## src/verilog/uvl_pkg.sv

```systemverilog
// package for the undervoltage and open-load fault logic
// assumes one 125 MHz clock and a host register port beside it
`default_nettype none
package uvl_pkg;
    // -------------------------------------------------------------
    // register map (word indices on the plain register port)
    // -------------------------------------------------------------
    localparam logic [3:0] ADDR_STATUS    = 4'h0;
    localparam logic [3:0] ADDR_OUT_CMD   = 4'h1;
    localparam logic [3:0] ADDR_PROTECT   = 4'h2;
    localparam logic [3:0] ADDR_IRQ_STAT  = 4'h3;
    localparam logic [3:0] ADDR_IRQ_EN    = 4'h4;
    localparam logic [3:0] ADDR_IRQ_CLR   = 4'h5;
    localparam logic [3:0] ADDR_LIVE      = 4'h6;
    // -------------------------------------------------------------
    // field positions
    // -------------------------------------------------------------
    localparam int STAT_LOAD_LSB  = 0;   // status [3:0] load missing flags
    localparam int STAT_SUPPLY    = 4;   // status [4] supply low flag
    localparam int PROT_SUPPLY_LOW_PROTECT_DISABLE    = 0;
    localparam int PROT_LOAD_MISSING_DETECT_DISABLE    = 1;
    localparam int IRQ_SUPPLY     = 0;
    localparam int IRQ_LOAD       = 1;
    localparam int IRQ_GND        = 2;
    localparam int NUM_OUT        = 4;
    // -------------------------------------------------------------
    // reset values
    // -------------------------------------------------------------
    localparam logic [3:0] OUT_CMD_RST = 4'h0;
    localparam logic [1:0] PROTECT_RST = 2'h0;
    localparam logic [2:0] IRQ_EN_RST  = 3'h0;
endpackage : uvl_pkg
`default_nettype wire

```

## src/verilog/uvl_fault_logic.sv

```systemverilog
// fault logic for battery undervoltage, open load and ground loss
// assumes comparator inputs are asynchronous and pass a three-stage filter
//
// Contract
// - battery low with protection on: outputs off, fault pin low unless BATTERY_POR is high with all commands off, flag set
// - recovery with all commands off: fault pin returns high by itself
// - recovery with a command on: stays off until commanded off then on
// - supply low flag stays set after recovery until next status read
// - protection disabled: no pin, outputs unchanged, flag still set
// - disabled: flag set while the battery is low and on rising, held until read
// - battery low never resets logic or configuration state
// - serial shifting path works while the battery is absent
// - open load is judged only while the output is off
// - open load flag latched only after gate-off confirmation
// - open load flag clears on status read once the condition is gone
// - open load detection suppressed by its disable bit
// - ground loss forces every output off
// - latched fault pin released once the command is switched off
// - fault register reported on first read, then reset
//
// Decided for this implementation: the register addresses and strobed register access.
`timescale 1ns/1ns
`default_nettype none
module uvl_fault_logic
(
    input  wire logic        CLK,
    input  wire logic        SYS_RST,
    input  wire logic [3:0]  ADDR,
    input  wire logic [7:0]  WDATA,
    input  wire logic        WR,
    input  wire logic        RD,
    output logic      [7:0]  RDATA,
    input  wire logic [3:0]  DIRECT_IN,
    input  wire logic        BATTERY_LOW,
    input  wire logic        BATTERY_POR,
    input  wire logic        GROUND_LOST,
    input  wire logic [3:0]  LOAD_MISSING,
    input  wire logic [3:0]  GATE_OFF,
    input  wire logic        SDI,
    output logic             SDO,
    output logic      [3:0]  OUT_ON,
    output logic             FAULT_INDICATOR_N,
    output logic             IRQ
);
    // -------------------------------------------------------------
    // input filtering: three flops, change taken when 2nd and 3rd agree
    // -------------------------------------------------------------
    localparam int NSYNC = 15;
    logic [NSYNC-1:0] raw;
    logic [NSYNC-1:0] s1_q;
    logic [NSYNC-1:0] s2_q;
    logic [NSYNC-1:0] s3_q;
    logic [NSYNC-1:0] flt_q;
    assign raw = {DIRECT_IN, BATTERY_LOW, BATTERY_POR, GROUND_LOST, LOAD_MISSING, GATE_OFF};

    // synchroniser chain
    always_ff @(posedge CLK or posedge SYS_RST)
    begin
        if (SYS_RST)
        begin
            s1_q  <= '0;
            s2_q  <= '0;
            s3_q  <= '0;
            flt_q <= '0;
        end
        else
        begin
            s1_q  <= raw;
            s2_q  <= s1_q;
            s3_q  <= s2_q;
            flt_q <= (s2_q & s3_q) | (flt_q & (s2_q | s3_q));
        end
    end

    logic [3:0] din;
    logic       bat_low;
    logic       bat_por;
    logic       gnd_lost;
    logic [3:0] load_miss;
    logic [3:0] gate_off;
    // filtered views of the pins
    assign din       = flt_q[14:11];
    assign bat_low   = flt_q[10];
    assign bat_por   = flt_q[9];
    assign gnd_lost  = flt_q[8];
    assign load_miss = flt_q[7:4];
    assign gate_off  = flt_q[3:0];

    // -------------------------------------------------------------
    // shared decoding
    // -------------------------------------------------------------
    // strobe aimed at one register index
    function automatic logic reg_hit
    (
        input logic       strobe,
        input logic [3:0] addr,
        input logic [3:0] target
    );
        reg_hit = strobe && (addr == target);
    endfunction : reg_hit

    // next sticky state: a set wins over a write-one clear
    function automatic logic [2:0] irq_next
    (
        input logic [2:0] stat,
        input logic [2:0] set,
        input logic [2:0] clr
    );
        irq_next = set | (stat & ~clr);
    endfunction : irq_next

    // -------------------------------------------------------------
    // registers
    // -------------------------------------------------------------
    logic [3:0] out_cmd_q;
    logic [1:0] protect_q;
    logic [2:0] irq_en_q;
    logic [2:0] irq_stat_q;
    logic [3:0] load_flag_q;
    logic       supply_low_flag_q;
    logic       bat_low_d1_q;
    logic [3:0] uv_latch_q;
    logic [3:0] cmd_d1_q;
    logic       fault_n_q;
    logic [3:0] out_q;
    logic       status_rd;
    logic       supply_low_protect_disable;
    logic       load_missing_detect_disable;
    logic [3:0] cmd;
    logic [3:0] cmd_rise;
    logic       bat_fall;
    logic       bat_rise;
    logic       uv_active;
    logic [3:0] load_event;

    assign supply_low_protect_disable  = protect_q[uvl_pkg::PROT_SUPPLY_LOW_PROTECT_DISABLE];
    assign load_missing_detect_disable = protect_q[uvl_pkg::PROT_LOAD_MISSING_DETECT_DISABLE];
    assign status_rd = reg_hit(RD, ADDR, uvl_pkg::ADDR_STATUS);
    assign cmd       = din | out_cmd_q;
    assign cmd_rise  = cmd & ~cmd_d1_q;
    assign bat_fall  = bat_low & ~bat_low_d1_q;
    assign bat_rise  = ~bat_low & bat_low_d1_q;
    assign uv_active = bat_low & ~supply_low_protect_disable;
    // open load seen only with output off, gate confirmed off, not disabled
    assign load_event = load_miss & ~out_q & gate_off
                      & {4{~load_missing_detect_disable}};

    // -------------------------------------------------------------
    // configuration registers
    // -------------------------------------------------------------
    // per-register write strobes
    logic       wr_out_cmd;
    logic       wr_protect;
    logic       wr_irq_en;
    assign wr_out_cmd = reg_hit(WR, ADDR, uvl_pkg::ADDR_OUT_CMD);
    assign wr_protect = reg_hit(WR, ADDR, uvl_pkg::ADDR_PROTECT);
    assign wr_irq_en  = reg_hit(WR, ADDR, uvl_pkg::ADDR_IRQ_EN);

    // output command; only reset or a register write clears it, never battery state
    always_ff @(posedge CLK or posedge SYS_RST)
    begin
        if (SYS_RST)
            out_cmd_q <= uvl_pkg::OUT_CMD_RST;
        else if (wr_out_cmd)
            out_cmd_q <= WDATA[3:0];
    end

    // protection disable bits, kept through battery loss
    always_ff @(posedge CLK or posedge SYS_RST)
    begin
        if (SYS_RST)
            protect_q <= uvl_pkg::PROTECT_RST;
        else if (wr_protect)
            protect_q <= WDATA[1:0];
    end

    // interrupt enable bits
    always_ff @(posedge CLK or posedge SYS_RST)
    begin
        if (SYS_RST)
            irq_en_q <= uvl_pkg::IRQ_EN_RST;
        else if (wr_irq_en)
            irq_en_q <= WDATA[2:0];
    end

    // -------------------------------------------------------------
    // edge detection
    // -------------------------------------------------------------
    // battery level one clock back
    always_ff @(posedge CLK or posedge SYS_RST)
    begin
        if (SYS_RST)
            bat_low_d1_q <= 1'b0;
        else
            bat_low_d1_q <= bat_low;
    end

    // command one clock back, for switch-on detection
    always_ff @(posedge CLK or posedge SYS_RST)
    begin
        if (SYS_RST)
            cmd_d1_q <= 4'h0;
        else
            cmd_d1_q <= cmd;
    end

    // -------------------------------------------------------------
    // fault flags
    // -------------------------------------------------------------
    // supply low flag: set wins over read clear
    always_ff @(posedge CLK or posedge SYS_RST)
    begin
        if (SYS_RST)
            supply_low_flag_q <= 1'b0;
        else if (uv_active || (supply_low_protect_disable && (bat_rise || bat_low)))
            supply_low_flag_q <= 1'b1;
        else if (status_rd)
            supply_low_flag_q <= 1'b0;
    end

    // open load flags: cleared on read only when the condition is gone
    always_ff @(posedge CLK or posedge SYS_RST)
    begin
        if (SYS_RST)
            load_flag_q <= 4'h0;
        else if (status_rd)
            load_flag_q <= load_event;
        else
            load_flag_q <= load_flag_q | load_event;
    end

    // -------------------------------------------------------------
    // output control
    // -------------------------------------------------------------
    // undervoltage latch per output: held until the command goes off
    always_ff @(posedge CLK or posedge SYS_RST)
    begin
        if (SYS_RST)
            uv_latch_q <= 4'h0;
        else if (uv_active)
            uv_latch_q <= cmd;
        else
            uv_latch_q <= uv_latch_q & cmd & ~cmd_rise;
    end

    // output drive
    always_ff @(posedge CLK or posedge SYS_RST)
    begin
        if (SYS_RST)
            out_q <= 4'h0;
        else if (gnd_lost)
            out_q <= 4'h0;
        else if (uv_active)
            out_q <= 4'h0;
        else
            out_q <= cmd & ~uv_latch_q;
    end

    // fault pin: low during active undervoltage while BATTERY_POR is low, latched outputs or open load
    always_ff @(posedge CLK or posedge SYS_RST)
    begin
        if (SYS_RST)
            fault_n_q <= 1'b1;
        else
            fault_n_q <= ~((uv_active && !bat_por) || (|uv_latch_q) || (|load_event));
    end

    // -------------------------------------------------------------
    // interrupts: sticky status, write-one clear, set wins
    // -------------------------------------------------------------
    logic [2:0] irq_set;
    logic [2:0] irq_clr;
    assign irq_set = {gnd_lost, |load_event, bat_fall};
    assign irq_clr = reg_hit(WR, ADDR, uvl_pkg::ADDR_IRQ_CLR) ? WDATA[2:0] : 3'h0;

    // sticky event bits
    always_ff @(posedge CLK or posedge SYS_RST)
    begin
        if (SYS_RST)
            irq_stat_q <= 3'h0;
        else
            irq_stat_q <= irq_next(irq_stat_q, irq_set, irq_clr);
    end

    // level interrupt from the same next state, no extra clock of lag
    always_ff @(posedge CLK or posedge SYS_RST)
    begin
        if (SYS_RST)
            IRQ <= 1'b0;
        else
            IRQ <= |(irq_next(irq_stat_q, irq_set, irq_clr) & irq_en_q);
    end

    // -------------------------------------------------------------
    // read port, data one cycle after the strobe
    // -------------------------------------------------------------
    always_ff @(posedge CLK or posedge SYS_RST)
    begin
        if (SYS_RST)
            RDATA <= 8'h00;
        else if (RD)
        begin
            case (ADDR)
                uvl_pkg::ADDR_STATUS:   RDATA <= {3'h0, supply_low_flag_q, load_flag_q};
                uvl_pkg::ADDR_OUT_CMD:  RDATA <= {4'h0, out_cmd_q};
                uvl_pkg::ADDR_PROTECT:  RDATA <= {6'h00, protect_q};
                uvl_pkg::ADDR_IRQ_STAT: RDATA <= {5'h00, irq_stat_q};
                uvl_pkg::ADDR_IRQ_EN:   RDATA <= {5'h00, irq_en_q};
                uvl_pkg::ADDR_LIVE:     RDATA <= {out_q, bat_low, gnd_lost, 1'b0, fault_n_q};
                default:                RDATA <= 8'h00;
            endcase
        end
        else
            RDATA <= 8'h00;
    end

    // -------------------------------------------------------------
    // pin registers
    // -------------------------------------------------------------
    // daisy chain pass, independent of battery state
    always_ff @(posedge CLK or posedge SYS_RST)
    begin
        if (SYS_RST)
            SDO <= 1'b0;
        else
            SDO <= SDI;
    end

    // output drive pins
    always_ff @(posedge CLK or posedge SYS_RST)
    begin
        if (SYS_RST)
            OUT_ON <= 4'h0;
        else
            OUT_ON <= out_q;
    end

    // fault pin, idle high
    always_ff @(posedge CLK or posedge SYS_RST)
    begin
        if (SYS_RST)
            FAULT_INDICATOR_N <= 1'b1;
        else
            FAULT_INDICATOR_N <= fault_n_q;
    end
endmodule : uvl_fault_logic
`default_nettype wire

```

## config.mk

```make
export PLATFORM = sky130hd
export DESIGN_NAME = uvl_fault_logic
export DESIGN_NICKNAME = d
export VERILOG_FILES = /design/src/verilog/uvl_pkg.sv /design/src/verilog/uvl_fault_logic.sv
export SDC_FILE = /design/constraint.sdc
export NUM_CORES = 1
export LEC_CHECK = 0
export ABC_AREA = 1
export BUFFER_PORTS_ARGS = -buffer_cell sky130_fd_sc_hd__buf_2
export CAP_MARGIN = 30
export CORE_ASPECT_RATIO = 1.4
export CORE_MARGIN = 10
export CORE_UTILIZATION = 56
export DETAILED_ROUTE_END_ITERATION = 12
export PLACE_DENSITY_LB_ADDON = 0.08
export SLEW_MARGIN = 25
export SYNTH_ARGS = -nofsm -noshare
export SYNTH_HDL_FRONTEND = slang
export SYNTH_SLANG_ARGS = --single-unit
```

## constraint.sdc

```tcl
create_clock -name CLK -period 3.9 [get_ports CLK]
set_input_delay 0 -clock CLK [delete_from_list [all_inputs] [get_ports CLK]]
set_output_delay 0 -clock CLK [all_outputs]
set_load 0.005 [all_outputs]
```

==> flow_summary_export.csv <==
group,metric,value,unit
status,status,"completed",
finish,utilization,68.8,%
die,die_w,86.8,µm
clocking,cts_sinks,106,
logic_synthesis,synth_edf_count,0,
pwr,netSwitchingFraction,23.4,%
critical_path,path_cells,"dlygate4sd3_1 -> buf_2 -> inv_4 -> buf_4",
logic_synthesis,yosys_most_used_dff,"dfrtp_1",
grt,use_met1,16.2,%
critical_path,r2r_slack,2600,ps
die,pin_count,47,
pwr,p_switching,0.000499,W
grt,antenna_found_initial,0,
clocking,cts_made_buffers,9,
sta,drv_slew,0,
logic_synthesis,netlist_instances,278,
critical_path,worstSetupEndpointType,"asynchronous set/reset pin",
clocking,postCtsSetupRepairBufs,0,
hold_path,min_path_type,"input port to flop",
logic_synthesis,avgSynthCellArea,12.6,µm²
logic_synthesis,yosysTopAreaCell,"dfrtp_1",
pwr,p_clk_share,32.3,%
clocking,clk_pin_slew,90,ps
critical_path,crit_path_max_fanout,63,
sta,max_freq,757,MHz
sta,hold_viol_final,0,
sta,setup_viol,0,
grt,busiest_layer,"met2",
pwr,seq_power_share,59.0,%
sta,fin_crit,1320,ps
routing,drtIter0Drc,108,
die,start_util,56.8,%
finish,areaGrowthSynthToFinish,21.2,%
grt,grt_max_degree,64,
critical_path,crit_end,"RDATA[0]$_DFF_PP0_",
critical_path,critPathSlowestCell,"buf_4",
critical_path,crit_arrival,1780,ps
grt,grtUsageTotal,13.3,%
sta,clock_skew,8.49,ps
sta,finalSetupTns,0,ps
critical_path,path_class,"input port to asynchronous set/reset pin",
sta,fin_hold_ws,36.9,ps
routing,drt-wirelength-per-cell,13.8,µm
critical_path,required,4360,ps
critical_path,crit_path_max_incr_delay,590,ps
pwr,total_leakage_power,2.07,nW
grt,grt_use_met2,19.5,%
die,die_area,9860,µm²
logic_synthesis,netlist.area_leader.share,74.3,%
sta,rsz0062_at_grt,"no",
pwr,vdd_drop_max,0.329,mV
clocking,tritoncts,"built",
pwr,power_density,503,nW/µm²
clocking,clock_latency,350,ps
routing,drc,0,
clocking,h-tree-depth,3,
routing,vias,2106,
finish,final_nets,386,
critical_path,r2r_end,"IRQ$_DFF_PP0_",
die,coreArea,6170,µm²
logic_synthesis,ys_ff_latch,106,
grt,grt_pass1_vias,2259,
grt,grt_overflow,0,
logic_synthesis,synth_cell_type_count,23,
placement,io_buffer_count,42,
critical_path,rr_startpoint,"protect_q[1]$_DFFE_PP0P_",
grt,met3_usage,4.99,%
grt,grt_pass1_wl,10300,µm
routing,wirelength,5930,µm
clocking,cts_resized,0,
logic_synthesis,seq_area_frac_synth,75.8,%
logic_synthesis,synthArstFlopShare,100,%
routing,via_per_inst,4.91,
pwr,p_int,0.00164,W
pwr,p_comb_share,8.7,%
finish,drive_gt1_share,19.9,%
routing,drt_pass1_iterations,4,
placement,gp_congestion,0.806,
logic_synthesis,synth_area_leaders,"dfrtp_1 (74%), nand2_1 (6.1%), maj3_1 (4.3%)",
logic_synthesis,synth_area,3500,µm²
clocking,clockRootBuffer,"clkbuf_8",
die,rows,34,
critical_path,cp-startpoint,"SYS_RST",
routing,drtAntennaViolNets,0,
finish,antennaDiodeCount,0,
critical_path,rr_worst_depth,7,
flow_run,max_cap_violations,0,
sta,finalCritPeriodShare,33.9,%
logic_synthesis,ys_warn_count,0,
clocking,clockBufferDepth,2,
sta,worst_pin_slew,718,ps
logic_synthesis,synth.net_count,310,
placement,dp_hpwl,3990,µm
critical_path,startpoint_type,"input port",
die,die_y,114,µm
sta,relSlewSlack,52.1,%
[worst min-delay path by stage]
stage / from / endpoint / depth (start not counted)
floorplan: SDI / SDO$_DFF_PP0_ / 0
global placement: DIRECT_IN[0] / s1_q[11]$_DFF_PP0_ / 1
detailed placement: BATTERY_LOW / s1_q[10]$_DFF_PP0_ / 1
CTS: WR / out_cmd_q[0]$_DFFE_PP0P_ / 3
global route: WR / protect_q[1]$_DFFE_PP0P_ / 3
finish: WR / out_cmd_q[0]$_DFFE_PP0P_ / 3
[cell families after synthesis]
logic type                 share of synthesized area [%]
AOI/OAI and AO/OA                                   4.21
DFF                                                 75.8
buffers and inverters                               3.21
adders and majority gates                           4.29
and+or+nand+nor                                     12.5
[sequential cells by signal, summed over array words and instances (netlist names), 2 cells and up]
| name | cells |
|---|---|
| flt_q | 15 |
| cmd_d1_q | 4 |
| s3_q | 15 |
| uv_latch_q | 4 |
| s1_q | 15 |
| irq_stat_q | 3 |
| s2_q | 15 |
| OUT_ON | 4 |
| out_q | 4 |
| out_cmd_q | 4 |
| protect_q | 2 |
| load_flag_q | 4 |
| RDATA | 8 |
| irq_en_q | 3 |
[final cells by class]
class | count | area [µm²]
Sequential cell | 106 | 2660
Tap cell | 72 | 90.1
Inverter | 29 | 111
Fill cell | 459 | 1920
Clock inverter | 5 | 81.3
Clock buffer | 9 | 124
Timing Repair Buffer | 66 | 448
Multi-Input combinational cell | 142 | 736
[cell usage after synthesis (3+ instances only)]
library cell / count
a21oi_1: 6
dfrtp_1: 104
inv_1: 28
maj3_1: 15
nand2_1: 57
nand3_1: 8
nand4_1: 3
nor2_1: 20
nor3_1: 4
o21ai_0: 15
[per-stage QoR]
step	std cells	total power, W	instance area (µm²)	setup slack [ps]
after floorplan	278	0.00138	3500	1110
after global placement	392	0.00145	3810	2620
after detailed placement	392	0.00146	3810	2600
after CTS	429	0.00217	4250	2500
after global routing	429	0.00225	4250	2370
final	429	0.00214	4250	2580
[per-layer routing]
layer  up-vias  share of wire (%)
li1       1039                  -
met1       992                 44
met2        58                 45
met3        17                6.6
met4         0                3.7
met5         -                  0
[power groups by stage]
| stage | registers [W] | clock network (W) | logic (W) |
|---|---|---|---|
| after floorplan | 0.00127 | 0 | 0.000111 |
| after global placement | 0.00128 | 0 | 0.000169 |
| after detailed placement | 0.00128 | 0 | 0.000173 |
| after CTS | 0.00126 | 0.000718 | 0.000191 |
| after global routing | 0.00127 | 0.000757 | 0.000217 |
| final | 0.00126 | 0.000689 | 0.000186 |
[repair_timing]
| item | 4_1_cts | 5_1_grt |
|---|---|---|
| setup endpoints to repair | 0 | 0 |
| hold buffers | 23 | 0 |
| hold endpoints to repair | 95 | 0 |
[critical path: cells and delay by family]
family,cells,cell delay (ps)
buffers and inverters,4,1760
[layout by cell type, fill, tap and decap left out, drive strengths merged, types with 3 or more instances in the layout]
cell,count
a21oi,7
buf,43
clkbuf,9
dfrtp,104
dlygate4sd3,23
inv,29
maj3,15
nand2,58
nand3,9
nand4,3
nor2,24
nor3,4
o21ai,16
Note: power is estimated with default switching activity, not from simulation.
